### config.mk
export PLATFORM = sky130hd
export DESIGN_NAME = sfv_voice_port
export DESIGN_NICKNAME = d
export VERILOG_FILES = /design/src/rtl/sfv_pkg.sv /design/src/rtl/sfv_byte_regs.sv /design/src/rtl/sfv_voice_port.sv
export SDC_FILE = /design/constraint.sdc
export NUM_CORES = 1
export LEC_CHECK = 0
export ABC_AREA = 1
export BUFFER_PORTS_ARGS = -buffer_cell sky130_fd_sc_hd__buf_2
export CORE_UTILIZATION = 57
export DETAILED_ROUTE_END_ITERATION = 12
export PLACE_DENSITY = 0.73
export SLEW_MARGIN = 25
export SYNTH_ARGS = -nofsm -noshare
export SYNTH_HDL_FRONTEND = slang
export SYNTH_HIERARCHICAL = 1
export SYNTH_SLANG_ARGS = --single-unit
### constraint.sdc
create_clock -name clk_in -period 9 [get_ports clk_in]
set_input_delay 2.25 -clock clk_in [delete_from_list [all_inputs] [get_ports clk_in]]
set_output_delay 2.25 -clock clk_in [all_outputs]
set_load 0.01 [all_outputs]
### src/rtl/sfv_pkg.sv
package sfv_pkg;

    // Control map geometry and the indices that carry special meaning.
    localparam int REG_COUNT = 16;
    localparam int IDX_W = 4;
    localparam logic [3:0] IDX_CONFIG = 4'h0;
    localparam logic [3:0] IDX_RSVD_SIX = 4'h6;
    localparam logic [3:0] IDX_ENC_SAMPLE = 4'h9;
    localparam logic [3:0] IDX_RSVD_ELEVEN = 4'hB;
    localparam logic [3:0] IDX_RSVD_FOURTEEN = 4'hE;
    localparam logic [3:0] IDX_MASK_REV = 4'hF;
    localparam logic [7:0] REG_RESET = 8'h00;
    localparam logic [7:0] RSVD_READ = 8'h00;
    localparam logic [3:0] MASK_REV_HIGH = 4'h0;

    // Fields of the configuration byte.
    localparam int CFG_DIG_PD_BIT = 0;
    localparam int CFG_MODE_LSB = 3;
    localparam int CFG_MODE_MSB = 4;
    localparam logic [1:0] IO_MODE_PCM = 2'h1;

    // Serial word lengths in bit clocks.
    localparam logic [3:0] ADPCM_BITS = 4'h4;
    localparam logic [3:0] PCM_BITS = 4'h8;
    localparam logic [3:0] NIBBLE_PAD = 4'h0;

    // Number of frame syncs the transmit output stays quiet after power-up.
    localparam logic [1:0] GUARD_SYNCS = 2'h2;

    // Control port frame: one header byte, then one data byte.
    localparam logic [4:0] CTL_HDR_BITS = 5'h08;
    localparam logic [4:0] CTL_FRAME_BITS = 5'h10;
    localparam int CTL_READ_BIT = 7;
    localparam int CTL_IDX_LSB = 3;

    typedef enum logic [1:0] {TX_IDLE, TX_ARMED, TX_SHIFT} sfv_tx_state_t;

endpackage : sfv_pkg

### src/rtl/sfv_byte_regs.sv
`timescale 1ns/1ps
`default_nettype none

// Sixteen-byte register store with one write port and a registered read.
module sfv_byte_regs
    import sfv_pkg::*;
(
    input wire logic clk_in,
    input wire logic rst_n_in,
    input wire logic ce_in,
    input wire logic wr_en_in,
    input wire logic [IDX_W-1:0] wr_idx_in,
    input wire logic [7:0] wr_data_in,
    input wire logic [IDX_W-1:0] rd_idx_in,
    output logic [7:0] rd_data_out
);

    logic [7:0] mem_ff [REG_COUNT];
    logic [7:0] rd_data_ff;

    // Storage cells; reset clears all so reads are defined from the start.
    generate
        for (genvar i = 0; i < REG_COUNT; i++)
        begin : g_cell
            always_ff @(posedge clk_in or negedge rst_n_in)
            begin
                if (!rst_n_in)
                    mem_ff[i] <= REG_RESET;
                else if (ce_in && wr_en_in && wr_idx_in == IDX_W'(i))
                    mem_ff[i] <= wr_data_in;
            end
        end
    endgenerate

    // Read data comes from a register, one cycle after the index.
    always_ff @(posedge clk_in or negedge rst_n_in)
    begin
        if (!rst_n_in)
            rd_data_ff <= REG_RESET;
        else if (ce_in)
            rd_data_ff <= mem_ff[rd_idx_in];
    end

    assign rd_data_out = rd_data_ff;

endmodule : sfv_byte_regs
`default_nettype wire

### src/rtl/sfv_voice_port.sv
// Behaviour
// RQ1 - Short sync timing moves 4-bit ADPCM words, or 8-bit words in PCM codec mode.
// RQ2 - A sync seen high on exactly one transmit falling edge is short format.
// RQ3 - After a short sync, transmit drive starts on the next rising bit clock edge.
// RQ4 - Transmit output stays driven until mid least significant bit, then releases.
// RQ5 - Each frame sync decides how the following sync is handled.
// RQ6 - The far end changes sync format only across a power-down cycle.
// RQ7 - Transmit output stays released for two frame syncs after power-up or power-down.
// RQ8 - Receive uses the same sync and bit clock, latching our own word.
// RQ9 - Receive sync high on a falling edge captures the word on following falls.
// RQ10 - Receive counts bit clocks and moves the finished word to a holding register.
// RQ11 - Mode field bits 4:3 of the config byte selects full 8-bit PCM transfers.
// RQ12 - In 8-bit transfers bit four lasts a full period, bit eight half.
// RQ13 - Sixteen byte registers; indices six and eleven to fourteen are reserved.
// RQ14 - Index fifteen reports the mask revision in its low four bits.
// RQ15 - Writing one sets a control bit, writing zero clears it.
// RQ16 - A sync high across two consecutive transmit falling edges is long format.
// RQ17 - Serial words move most significant bit first in both directions.
`timescale 1ns/1ps
`default_nettype none

module sfv_voice_port
    import sfv_pkg::*;
#(
    parameter logic [3:0] MASK_REVISION = 4'h1  // Arbitrary value.
)
(
    input wire logic clk_in,
    input wire logic reset_n_in,
    input wire logic ce_in,
    input wire logic tx_bit_clock_in,
    input wire logic tx_frame_sync_in,
    input wire logic rx_bit_clock_in,
    input wire logic rx_frame_sync_in,
    input wire logic rx_serial_in_in,
    input wire logic [3:0] adpcm_tx_word_in,
    input wire logic ctl_clock_in,
    input wire logic ctl_enable_n_in,
    input wire logic ctl_data_in,
    output logic tx_serial_out_out,
    output logic tx_serial_oe_out,
    output logic [7:0] rx_word_out,
    output logic rx_word_valid_out,
    output logic [7:0] codec_config_out,
    output logic ctl_data_out,
    output logic ctl_data_oe_out
);

    // Local reset release through two flops; assertion stays asynchronous.
    logic rst_meta_ff, rst_n_ff;
    always_ff @(posedge clk_in or negedge reset_n_in)
    begin
        if (!reset_n_in)
        begin
            rst_meta_ff <= 1'b0;
            rst_n_ff <= 1'b0;
        end
        else
        begin
            rst_meta_ff <= 1'b1;
            rst_n_ff <= rst_meta_ff;
        end
    end

    // All pins cross two flops; a third copy feeds the edge detectors only.
    localparam int PINS = 8;
    logic [PINS-1:0] pin_raw, pin_meta_ff, pin_sync_ff, pin_old_ff;
    assign pin_raw = {ctl_data_in, ctl_enable_n_in, ctl_clock_in, rx_serial_in_in,
                      rx_frame_sync_in, rx_bit_clock_in, tx_frame_sync_in, tx_bit_clock_in};
    always_ff @(posedge clk_in or negedge rst_n_ff)
    begin
        if (!rst_n_ff)
        begin
            pin_meta_ff <= '0;
            pin_sync_ff <= '0;
            pin_old_ff <= '0;
        end
        else if (ce_in)
        begin
            pin_meta_ff <= pin_raw;
            pin_sync_ff <= pin_meta_ff;
            pin_old_ff <= pin_sync_ff;
        end
    end

    // Named views of the synchronised pins and their edges.
    wire tx_fs = pin_sync_ff[1];
    wire rx_fs = pin_sync_ff[3];
    wire rx_din = pin_sync_ff[4];
    wire ctl_en_n = pin_sync_ff[6];
    wire ctl_din = pin_sync_ff[7];
    wire tx_rise = pin_sync_ff[0] && !pin_old_ff[0];
    wire tx_fall = !pin_sync_ff[0] && pin_old_ff[0];
    wire rx_fall = !pin_sync_ff[2] && pin_old_ff[2];
    wire ctl_rise = pin_sync_ff[5] && !pin_old_ff[5];
    wire ctl_fall = !pin_sync_ff[5] && pin_old_ff[5];

    // Shadow copies of the bytes that steer the datapath continuously.
    logic [7:0] cfg_ff, enc_sample_ff;
    wire [1:0] io_mode = cfg_ff[CFG_MODE_MSB:CFG_MODE_LSB];
    wire pcm_mode = (io_mode == IO_MODE_PCM);  // RQ11
    wire dig_pd = cfg_ff[CFG_DIG_PD_BIT];
    wire [3:0] word_len = pcm_mode ? PCM_BITS : ADPCM_BITS;  // RQ1

    // Sync levels at the last two falls; the tail of a long sync must not read as a short one.
    logic [1:0] fs_hist_ff;
    logic fmt_short_ff;
    wire sync_start = tx_fall && tx_fs && !fs_hist_ff[0];
    wire long_seen = tx_fall && tx_fs && fs_hist_ff[0];
    wire short_seen = tx_fall && !tx_fs && fs_hist_ff[0] && !fs_hist_ff[1];
    always_ff @(posedge clk_in or negedge rst_n_ff)
    begin
        if (!rst_n_ff)
        begin
            fs_hist_ff <= '0;
            fmt_short_ff <= 1'b0;
        end
        else if (ce_in && tx_fall)
        begin
            fs_hist_ff <= {fs_hist_ff[0], tx_fs};
            if (long_seen)
                fmt_short_ff <= 1'b0;  // RQ16
            else if (short_seen)
                fmt_short_ff <= 1'b1;  // RQ2 RQ5
        end
    end

    // Power guard: counts sync starts since power-up or leaving power-down.
    // The count restarts while powered down so a far end that changed sync
    // format across the power-down cannot collide with us on the highway.
    logic [1:0] guard_ff;
    logic pd_old_ff;
    wire guard_done = (guard_ff == GUARD_SYNCS);
    always_ff @(posedge clk_in or negedge rst_n_ff)
    begin
        if (!rst_n_ff)
        begin
            guard_ff <= '0;
            pd_old_ff <= 1'b0;
        end
        else if (ce_in)
        begin
            pd_old_ff <= dig_pd;
            if (dig_pd || pd_old_ff)
                guard_ff <= '0;  // RQ7 RQ6
            else if (sync_start && !guard_done)
                guard_ff <= guard_ff + 2'h1;  // RQ7
        end
    end

    // Transmit state machine.
    sfv_tx_state_t tx_state_ff, nxt_tx_state;
    logic [7:0] tx_shift_ff, nxt_tx_shift;
    logic [3:0] tx_cnt_ff, nxt_tx_cnt;
    logic tx_oe_ff, nxt_tx_oe;
    logic tx_bit_ff, nxt_tx_bit;
    wire [7:0] tx_load = pcm_mode ? enc_sample_ff : {adpcm_tx_word_in, NIBBLE_PAD};  // RQ1 RQ11
    wire tx_may_arm = fmt_short_ff && guard_done && !dig_pd;  // RQ5 RQ7

    always_comb
    begin
        nxt_tx_state = tx_state_ff;
        nxt_tx_shift = tx_shift_ff;
        nxt_tx_cnt = tx_cnt_ff;
        nxt_tx_oe = tx_oe_ff;
        nxt_tx_bit = tx_bit_ff;
        unique case (tx_state_ff)
            TX_IDLE:
            begin
                if (sync_start && tx_may_arm)
                    nxt_tx_state = TX_ARMED;  // RQ2
            end
            TX_ARMED:
            begin
                if (long_seen)
                    nxt_tx_state = TX_IDLE;  // RQ16
                else if (tx_rise)
                begin
                    // First bit leaves high impedance on this rising edge.
                    nxt_tx_oe = 1'b1;  // RQ3
                    nxt_tx_bit = tx_load[7];  // RQ17
                    nxt_tx_shift = {tx_load[6:0], 1'b0};
                    nxt_tx_cnt = 4'h1;
                    nxt_tx_state = TX_SHIFT;
                end
            end
            TX_SHIFT:
            begin
                if (tx_rise && tx_cnt_ff < word_len)
                begin
                    // Bit four in 8-bit mode simply lasts to the next rise.
                    nxt_tx_bit = tx_shift_ff[7];  // RQ12 RQ17
                    nxt_tx_shift = {tx_shift_ff[6:0], 1'b0};
                    nxt_tx_cnt = tx_cnt_ff + 4'h1;
                end
                else if (tx_fall && tx_cnt_ff == word_len)
                begin
                    // Mid last bit: release so the next talker can drive.
                    nxt_tx_oe = 1'b0;  // RQ4 RQ12
                    nxt_tx_state = TX_IDLE;
                end
            end
        endcase
        if (dig_pd)
        begin
            nxt_tx_oe = 1'b0;  // RQ7
            nxt_tx_state = TX_IDLE;
        end
    end

    always_ff @(posedge clk_in or negedge rst_n_ff)
    begin
        if (!rst_n_ff)
        begin
            tx_state_ff <= TX_IDLE;
            tx_shift_ff <= '0;
            tx_cnt_ff <= '0;
            tx_oe_ff <= 1'b0;
            tx_bit_ff <= 1'b0;
        end
        else if (ce_in)
        begin
            tx_state_ff <= nxt_tx_state;
            tx_shift_ff <= nxt_tx_shift;
            tx_cnt_ff <= nxt_tx_cnt;
            tx_oe_ff <= nxt_tx_oe;
            tx_bit_ff <= nxt_tx_bit;
        end
    end

    assign tx_serial_out_out = tx_bit_ff;
    assign tx_serial_oe_out = tx_oe_ff;

    // Receive capture; the same sync and clock as transmit work here, so
    // the device can read back its own word from the highway.
    logic rx_busy_ff;
    logic [3:0] rx_cnt_ff;
    logic [7:0] rx_shift_ff, rx_hold_ff;
    logic rx_valid_ff;
    wire [7:0] rx_next = {rx_shift_ff[6:0], rx_din};  // RQ17
    wire rx_last = (rx_cnt_ff + 4'h1 == word_len);
    always_ff @(posedge clk_in or negedge rst_n_ff)
    begin
        if (!rst_n_ff)
        begin
            rx_busy_ff <= 1'b0;
            rx_cnt_ff <= '0;
            rx_shift_ff <= '0;
            rx_hold_ff <= '0;
            rx_valid_ff <= 1'b0;
        end
        else if (ce_in)
        begin
            rx_valid_ff <= 1'b0;
            if (rx_fall && !rx_busy_ff && rx_fs)
            begin
                rx_busy_ff <= 1'b1;  // RQ9 RQ8
                rx_cnt_ff <= '0;
            end
            else if (rx_fall && rx_busy_ff)
            begin
                rx_shift_ff <= rx_next;  // RQ9
                rx_cnt_ff <= rx_cnt_ff + 4'h1;  // RQ10
                if (rx_last)
                begin
                    rx_busy_ff <= 1'b0;
                    rx_hold_ff <= pcm_mode ? rx_next : {NIBBLE_PAD, rx_next[3:0]};  // RQ10 RQ11
                    rx_valid_ff <= 1'b1;
                end
            end
        end
    end

    assign rx_word_out = rx_hold_ff;
    assign rx_word_valid_out = rx_valid_ff;

    // Reserved indices hold nothing; used by both write and read paths.
    function automatic logic idx_defined(input logic [3:0] idx);
        idx_defined = (idx != IDX_RSVD_SIX) && !(idx >= IDX_RSVD_ELEVEN && idx <= IDX_RSVD_FOURTEEN)
                      && (idx != IDX_MASK_REV);
    endfunction : idx_defined

    // Control port: header byte (read flag, index), then one data byte.
    // Input is taken on rising control clocks, read data changes on falling.
    logic [4:0] ctl_cnt_ff;
    logic [7:0] ctl_hdr_ff, ctl_wdat_ff, ctl_out_ff;
    logic ctl_oe_ff;
    wire [3:0] ctl_idx = ctl_hdr_ff[CTL_IDX_LSB +: IDX_W];
    wire ctl_read = ctl_hdr_ff[CTL_READ_BIT];
    wire ctl_hdr_phase = (ctl_cnt_ff < CTL_HDR_BITS);
    wire ctl_wr_done = ctl_rise && !ctl_en_n && !ctl_read && (ctl_cnt_ff == CTL_FRAME_BITS - 5'h01);
    wire [7:0] ctl_wr_byte = {ctl_wdat_ff[6:0], ctl_din};  // RQ17
    wire reg_wr_en = ctl_wr_done && idx_defined(ctl_idx);  // RQ13 RQ14
    wire [7:0] mem_rd_data;
    wire [7:0] rd_byte = (ctl_idx == IDX_MASK_REV) ? {MASK_REV_HIGH, MASK_REVISION} :  // RQ14
                         idx_defined(ctl_idx) ? mem_rd_data : RSVD_READ;  // RQ13

    always_ff @(posedge clk_in or negedge rst_n_ff)
    begin
        if (!rst_n_ff)
        begin
            ctl_cnt_ff <= '0;
            ctl_hdr_ff <= '0;
            ctl_wdat_ff <= '0;
            ctl_out_ff <= '0;
            ctl_oe_ff <= 1'b0;
        end
        else if (ce_in)
        begin
            if (ctl_en_n)
            begin
                ctl_cnt_ff <= '0;
                ctl_oe_ff <= 1'b0;
            end
            else
            begin
                if (ctl_rise && ctl_cnt_ff < CTL_FRAME_BITS)
                begin
                    ctl_cnt_ff <= ctl_cnt_ff + 5'h01;
                    if (ctl_hdr_phase)
                        ctl_hdr_ff <= {ctl_hdr_ff[6:0], ctl_din};  // RQ17
                    else
                        ctl_wdat_ff <= ctl_wr_byte;
                end
                if (ctl_fall && ctl_read && !ctl_hdr_phase)
                begin
                    // Read byte loads at the first fall after the header.
                    ctl_oe_ff <= (ctl_cnt_ff < CTL_FRAME_BITS);
                    ctl_out_ff <= (ctl_cnt_ff == CTL_HDR_BITS) ? rd_byte : {ctl_out_ff[6:0], 1'b0};  // RQ17
                end
            end
        end
    end

    assign ctl_data_out = ctl_out_ff[7];
    assign ctl_data_oe_out = ctl_oe_ff;

    // Shadow registers follow each accepted write; a one sets, zero clears.
    always_ff @(posedge clk_in or negedge rst_n_ff)
    begin
        if (!rst_n_ff)
        begin
            cfg_ff <= REG_RESET;
            enc_sample_ff <= REG_RESET;
        end
        else if (ce_in && reg_wr_en)
        begin
            if (ctl_idx == IDX_CONFIG)
                cfg_ff <= ctl_wr_byte;  // RQ15 RQ11
            if (ctl_idx == IDX_ENC_SAMPLE)
                enc_sample_ff <= ctl_wr_byte;  // RQ15
        end
    end

    assign codec_config_out = cfg_ff;

    // Byte store for the whole map; reads settle long before the first fall.
    sfv_byte_regs i_sfv_byte_regs (
        .clk_in(clk_in),
        .rst_n_in(rst_n_ff),
        .ce_in(ce_in),
        .wr_en_in(reg_wr_en),
        .wr_idx_in(ctl_idx),
        .wr_data_in(ctl_wr_byte),
        .rd_idx_in(ctl_idx),
        .rd_data_out(mem_rd_data)
    );

endmodule : sfv_voice_port
`default_nettype wire

### Yosys cells after proc, flatten, opt, wreduce, memory -nomap -nowiden

Index checks and enable logic that the tools add are counted.

* register bits after elaboration: 248
* latch bits: 0
* RAM bits: 0
* memory bits (read-only): 0
* input port bits: 15
* output and inout port bits: 21
* word-level logic and storage cells: 231
* memories kept: 0

* add/subtract/negate cells: 4
* multiply operators: 0
* div/mod/pow operators: 0
* order comparisons: 6
* eq/ne operators: 34
* shifts and indexed selects: 0
* mux-type cells: 50
* bitwise operators: 4
* reductions and logical operators: 90

Operator list (count)
* 2-to-1 mux 8 bit: 10
* logical AND 1 bit: 48
* binary-select mux 8 bit (select 4 bit): 1
* equality test 4 bit (second input constant): 8
* 2-to-1 mux 4 bit: 6
* 2-to-1 mux 1 bit: 18
* equality test 4 x 3 -> 1 bit (second input constant): 4
* 2-to-1 mux 2 bit: 8
* case mux 8 bit (2 select lines): 1
* zero test 1 bit: 15
* inequality test 3 bit (second input constant): 5
* AND reduction 2 bit: 7
* nonzero test 2 bit: 7
* AND reduction 4 bit: 3
* equality test 5 x 4 -> 1 bit (second input constant): 2
* 2-to-1 mux 5 bit: 2
* AND reduction 5 bit: 2
* AND reduction 3 bit: 3
* adder 4 x 1 -> 4 bit (second input constant): 2
* equality test 4 x 2 -> 1 bit (second input constant): 2
* equality test 4 bit: 2
* inequality test 4 bit (second input constant): 2
* case mux 4 bit (2 select lines): 1
* inequality test 2 bit (second input constant): 3
* other kinds (21): 26

### Logic depth before layout (Yosys ltp)

Gate-level depths: netlist of the first run.

* depth in word-level cells: 8
* mapped depth: 14
* gate-level depth less buffers: 13

### Modules after synthesis

Netlist of the first run, hierarchy kept.

Modules (own cells, without submodules)
* sfv_byte_regs: instances 1, cells each 773, area each 6239.7 um^2, sequential area each 3403.3 um^2
* sfv_voice_port: instances 1, cells each 584, area each 5013.6 um^2, sequential area each 2702.6 um^2

### Worst setup path before layout of the first run

No wires, ideal clock.

* path type: input to register
* start point: input port ce_in
* end point: register i_sfv_byte_regs/mem_ff[29] (netlist name)
* library setup time: 135 ps
* data arrival time: 3048 ps
* data required time: 8865 ps
* setup slack: 5817 ps
* stages on the path: 6
* path buffers: 2
* cell sequence: buf_6 > nand2_4 > inv_1 > nand3_1 > clkbuf_1 > o21ai_0

* longest elaborated chain between the ends: 2

RTL lines
* from (decl): RTL line sfv_voice_port.sv:30 `input wire logic ce_in,`
* logical AND 1 bit (2 in a row): RTL line sfv_byte_regs.sv:29 `else if (ce_in && wr_en_in && wr_idx_in == IDX_W'(i))`
* to (signal, indexed assignment): RTL line sfv_byte_regs.sv:30 `mem_ff[i] <= wr_data_in;`
* to (decl): RTL line sfv_byte_regs.sv:18 `logic [7:0] mem_ff [REG_COUNT];`

Every way passes these cells.
A chain may end at the register's enable or synchronous reset.

### Worst setup path after layout of the first run

* start point: input port ce_in
* end point: register ctl_wdat_ff[4]

* longest elaborated chain between the ends: 1

RTL lines
* AND reduction 4 bit (no source line)
* to (signal assigned): RTL line sfv_voice_port.sv:323 `ctl_wdat_ff <= ctl_wr_byte;`
* to (decl): RTL line sfv_voice_port.sv:286 `logic [7:0] ctl_hdr_ff, ctl_wdat_ff, ctl_out_ff;`

Every way passes these cells.

==> flow_summary.ini, run 1 <==
[cts]
clk_pin_slew_ns = 0.06
cts_buffer_depth = 3
htreeDepth = 1
clock_latency_ns = 0.53
clock-root-buffer = clkbuf_16
cts.repair.resized = 0
hold_buffers = 0
cts_buffers = 27
clock-sinks = 244
cts_setup_buffers = 0
cts_tree = done

[route]
wl_per_cell_um = 15.2
ant_nets = 0
viasPerCell = 5.43
drc = 0
dr_total_vias = 8973
drt_iter0_drc = 680
dr.pass1.iters = 5
wirelength_um = 25200

[die]
io_pins = 36
die_h_um = 143
start_util_pct = 58.0
dieWidth_um = 143
dieArea_mm2 = 0.0203
coreArea_mm2 = 0.0194
row_count = 51

[run_status]
status = completed

[power_and_ir_drop]
p_leak_uw = 0.00611
netSwitchingFraction_pct = 36.0
p_switching_uw = 1250
power_frac_comb_pct = 25.9
power.density_mw_per_mm2 = 278
max-vdd-ir-drop_mv = 0.170
clkPwrFrac_pct = 34.7
p_int_uw = 2220
pwr-share-seq_pct = 39.4

[timing]
fin_crit_sh_pct = 40.1
final.setup.tns_ns = 0
maxSlewViolCount = 0
period_minus_slack_ns = 3.61
fmax_ghz = 0.277
hold_viol_final = 0
fin_skew_ns = 0.0112
maxSlewHeadroom_pct = 48.3
tightest_slew_ns = 0.776
setup_viol = 0
rsz0062_at_grt = false

[setup_path]
critical_path.endpoint_type = flop
crit_fanout = 39
worstPathArrival_ns = 4.03
crit_path_start_kind = input pin
criticalPathCategory = input pin to flop
required_ns = 9.42

[run]
drv_cap = 0

[grt]
grt_pass1_wl_um = 42200
grt_pass1_vias = 8381
grt_overflow = 0
grt_max_degree = 76
antenna_found_initial = 0
grt_util_all_layers_pct = 26.0

[placed_design]
dpl.hpwl_um = 15500
placed_area_mm2 = 0.0115
gp_congestion = 0.820
place.port_buffers = 35

[logic_synthesis]
syn_area_per_cell_um2 = 8.29
syn_nets = 1385
synth_cells = 1357
yosysUniqueCellTypes = 35
synth-seq-cells = 244
netlist_area_mm2 = 0.0113
yosys_warnings = 6
synth_seq_area_share_pct = 54.3

[hold_path]
hold_class = flop to async pin

[cells_and_area]
final_cell_mix = nand2_1 (515), dfrtp_1 (242), nand3_1 (143)
n_antenna_cell = 0
final_core_util_pct = 64.2
final_common_cell = nand2_1
nets = 1395
fin_area_mm2 = 0.0125
drive_gt1_share_pct = 9.44
area_growth_pct = 10.7
-- worst paths after layout --
path	startpoint	endpoint	slack, ns	cells after the start
min in group clk_in	rst_meta_ff$_DFF_PN0_	rst_n_ff$_DFF_PN0_	0.35	0
max reg2reg	ctl_hdr_ff[3]$_DFFE_PN0P_	i_sfv_byte_regs/rd_data_out[6]$_DFFE_PN0P_	6.31	10
min reg2reg	rst_n_ff$_DFF_PN0_	ctl_out_ff[6]$_DFFE_PN0P_	0.35	0
max in group asynchronous	rst_n_ff$_DFF_PN0_	ctl_hdr_ff[3]$_DFFE_PN0P_	6.70	2
min	rst_n_ff$_DFF_PN0_	ctl_out_ff[6]$_DFFE_PN0P_	0.35	0
max	ce_in	ctl_wdat_ff[4]$_DFFE_PN0P_	5.39	8
-- synthesized netlist by cell type --
master | n | area (µm²)
nand2_1 | 515 | 1930
dfrtp_1 | 244 | 6110
nand3_1 | 143 | 716
o21ai_0 | 141 | 706
inv_1 | 62 | 233
nor2_1 | 47 | 176
o21ai_1 | 31 | 155
a21oi_1 | 28 | 140
clkbuf_1 | 25 | 93.8
buf_2 | 20 | 100
nand4_1 | 17 | 106
buf_6 | 14 | 158
ha_1 | 13 | 163
inv_2 | 12 | 45.0
nand2_2 | 7 | 43.8
a31oi_1 | 4 | 25.0
nor2_4 | 4 | 45.0
o22ai_1 | 4 | 25.0
nor3_4 | 3 | 48.8
xor2_1 | 3 | 26.3
buf_4 | 2 | 15.0
nand3_4 | 2 | 35.0
nand3b_1 | 2 | 15.0
nor3_1 | 2 | 10.0
nor3_2 | 2 | 20.0
a21oi_4 | 1 | 16.3
buf_1 | 1 | 3.75
conb_1 | 1 | 3.75
nand2_4 | 1 | 11.3
nand3_2 | 1 | 10.0
nand4_2 | 1 | 12.5
nand4_4 | 1 | 21.3
nor2_2 | 1 | 6.26
nor2_8 | 1 | 20.0
xnor2_1 | 1 | 8.76
-- sequential cells by signal, indices dropped and copies added (netlist names), 8 cells and up --
| name | flops |
|---|---|
| pin_meta_ff | 8 |
| i_sfv_byte_regs/mem_ff | 128 |
| enc_sample_ff | 8 |
| pin_sync_ff | 8 |
| ctl_out_ff | 8 |
| codec_config_out | 8 |
| ctl_hdr_ff | 8 |
| i_sfv_byte_regs/rd_data_out | 8 |
| rx_word_out | 8 |
-- critical path, stage by stage --
cell and delay (ns):
buf_2 0.07, buf_4 0.33, inv_2 0.32, nor2_4 0.26, nand2_2 0.13, nor2_2 0.36, nand2_1 0.12, o21ai_0 0.14
-- per-stage QoR --
step | setup WS [ns] | std cells | total power (µW) | hold WS, ns
after CTS | 5.40 | 1652 | 3480 | 0.352
after global routing | 5.22 | 1652 | 3660 | 0.370
after global placement | 4.93 | 1603 | 2240 | 0.339
after detailed placement | 4.87 | 1603 | 2270 | 0.346
final | 5.39 | 1652 | 3470 | 0.349
after floorplan | 1.70 | 1357 | 2000 | 0.331
-- power by group through the flow --
stage / logic [µW] / registers (µW) / clock network, µW
3_5_place_dp: 885 / 1380 / 0
2_1_floorplan: 646 / 1360 / 0
5_1_grt: 1010 / 1390 / 1270
3_3_place_gp: 864 / 1380 / 0
6_report: 897 / 1370 / 1200
4_1_cts: 892 / 1370 / 1220
-- area by class of cell --
class                   count  area, µm²
clock buffers              34        772
fillers                  1724       6950
inverters                  74        280
flip-flops and latches    244       6110
repair buffers             43        239
multi-input cells         977       4500
clock inverters            15        219
well taps                 265        332
-- kinds of logic after synthesis --
family	Yosys count	synth area share (%)
adders and majority gates	13	1.45
xor gates and xnor gates	4	0.311
AOI/OAI and AO/OA	209	9.48
DFF	244	54.3
buffers and inverters	136	5.76
other	1	0.0333
and+or+nand+nor	750	28.7
-- layer usage --
metal / GRT usage, % / share of wire, % / up-vias
li1: - / - / 4431
met3: 3.26 / 4.7 / 44
met5: 0 / 0 / -
met4: 8.83 / 2.9 / 0
met1: 35.8 / 45 / 4282
met2: 42.6 / 48 / 216
Note: power is estimated with default switching activity, not from simulation.
==> run 2: changes to the inputs <==
==> constraint.sdc (replaced) <==
create_clock -name clk_in -period 3.4 [get_ports clk_in]
set_input_delay 0.85 -clock clk_in [delete_from_list [all_inputs] [get_ports clk_in]]
set_output_delay 0.85 -clock clk_in [all_outputs]
set_load 0.01 [all_outputs]
==> flow_summary.ini, run 2 (same netlist as run 1, synthesis figures left out) <==
[route]
wirelength_um = 25900
wl_per_cell_um = 15.7
drc = 0
dr.max_layer_used = met4
wl_met2_um = 12300
dr_total_vias = 9079
viasPerCell = 5.49
dr.pass1.iters = 7
drt_iter0_drc = 648
ant_nets = 0
wl_met1_um = 11400
route.met3.wl_um = 1400

[grt]
grt_max_degree = 78
grt_util_all_layers_pct = 26.8
grt_pass1_wl_um = 43200
antenna_found_initial = 0
grt_overflow = 0
grt_pass1_vias = 8533

[cts]
clock-root-buffer = clkbuf_16
cts_buffer_depth = 3
htreeDepth = 1
cts.repair.resized = 0
clock-sinks = 244
clock_latency_ns = 0.53
cts_setup_buffers = 0
hold_buffers = 0
cts_buffers = 26
cts_tree = done
clk_pin_slew_ns = 0.06

[setup_path]
rr_worst_depth = 8
crit_path_start_kind = flop
criticalPathCategory = flop to flop
cp_slowest_cell = dfrtp_2
critical_path.endpoint_type = flop
slowest_delay_ns = 0.70
reg2reg_slack_ns = 0.92
required_ns = 3.83
crit_fanout = 24
worstPathCellList = o21ai_1 -> nand2_2 -> nand2_2 -> inv_1 -> nand2_4 -> inv_1 -> nand3_1 -> o21ai_0
worstPathArrival_ns = 2.91

[timing]
period_minus_slack_ns = 2.48
rsz0062_at_grt = false
hold_viol_final = 0
setup_viol = 0
hold-worst-slack_ns = 0.0993
maxSlewHeadroom_pct = 42.4
final.setup.tns_ns = 0
tightest_slew_ns = 0.864
fin_crit_sh_pct = 73.1
maxSlewViolCount = 0
fin_skew_ns = 0.0169
fmax_ghz = 0.402

[cells_and_area]
largest_reg_flops = 128
final_core_util_pct = 63.8
top_register = i_sfv_byte_regs/mem_ff
nets = 1396
n_antenna_cell = 0
final_common_cell = nand2_1
drive_gt1_share_pct = 9.01
final_cell_mix = nand2_1 (515), dfrtp_1 (242), nand3_1 (143)
area_growth_pct = 9.93

[die]
dieWidth_um = 143
coreArea_mm2 = 0.0194
dieArea_mm2 = 0.0203
io_pins = 36
row_count = 51
die_h_um = 143
start_util_pct = 58.0

[power_and_ir_drop]
pwr-share-seq_pct = 41.0
power_frac_comb_pct = 26.6
power.density_mw_per_mm2 = 716
p_leak_uw = 0.00607
netSwitchingFraction_pct = 36.5
clkPwrFrac_pct = 32.4
max-vdd-ir-drop_mv = 0.484
p_switching_uw = 3230
p_int_uw = 5630

[placed_design]
gp_congestion = 0.835
dpl.hpwl_um = 16500
place.port_buffers = 35

[hold_path]
hold_class = input pin to async pin

[run]
drv_cap = 0

[run_status]
status = completed
-- run 2: layout make-up --
cell class / instances / area (µm²)
fillers: 1705 / 7030
flip-flops and latches: 244 / 6110
multi-input cells: 977 / 4500
clock buffers: 41 / 788
well taps: 265 / 332
inverters: 74 / 278
repair buffers: 45 / 275
clock inverters: 7 / 87.6
-- run 2: worst max-delay path: cells and delay by family, from the launching register on --
| kind | cells | cell delay [ns] |
|---|---|---|
| AND/OR/NAND/NOR | 4 | 0.89 |
| flip-flops | 1 | 0.70 |
| AO/OA/AOI/OAI | 2 | 0.52 |
| buffers and inverters | 2 | 0.27 |
-- run 2: power groups by stage --
stage | combinational, µW | sequential [µW] | clock [µW]
2_1_floorplan | 1710 | 3590 | 0
3_5_place_dp | 2340 | 3680 | 0
5_1_grt | 2640 | 3690 | 3040
4_1_cts | 2350 | 3630 | 2910
3_3_place_gp | 2280 | 3670 | 0
6_report | 2350 | 3630 | 2870
-- run 2: routing by layer --
metal | up-vias | GRT usage [%]
met5 | - | 0
met4 | 0 | 8.77
met3 | 48 | 3.10
met2 | 268 | 44.6
met1 | 4334 | 36.6
li1 | 4429 | -
-- run 2: worst paths after layout --
check	startpoint	endpoint
worst min-delay path	reset_n_in	rst_n_ff$_DFF_PN0_
worst max register to register	ctl_hdr_ff[3]$_DFFE_PN0P_	i_sfv_byte_regs/mem_ff[28]$_DFFE_PN0P_
worst min register to register	rst_meta_ff$_DFF_PN0_	rst_n_ff$_DFF_PN0_
min in group clk_in	rst_meta_ff$_DFF_PN0_	rst_n_ff$_DFF_PN0_
max in group asynchronous	rst_n_ff$_DFF_PN0_	pin_meta_ff[2]$_DFFE_PN0P_
worst max-delay path	ctl_hdr_ff[3]$_DFFE_PN0P_	i_sfv_byte_regs/mem_ff[28]$_DFFE_PN0P_
-- run 2: stage by stage --
step / instance area (µm²) / total power (µW) / cells / worst slack [ns]
after global routing: 12400 / 9370 / 1653 / 0.636
after detailed placement: 11500 / 6020 / 1605 / 0.930
after floorplan: 11300 / 5310 / 1357 / 0.943
after global placement: 11500 / 5950 / 1605 / 1.03
after CTS: 12400 / 8890 / 1653 / 0.903
final: 12400 / 8850 / 1653 / 0.915
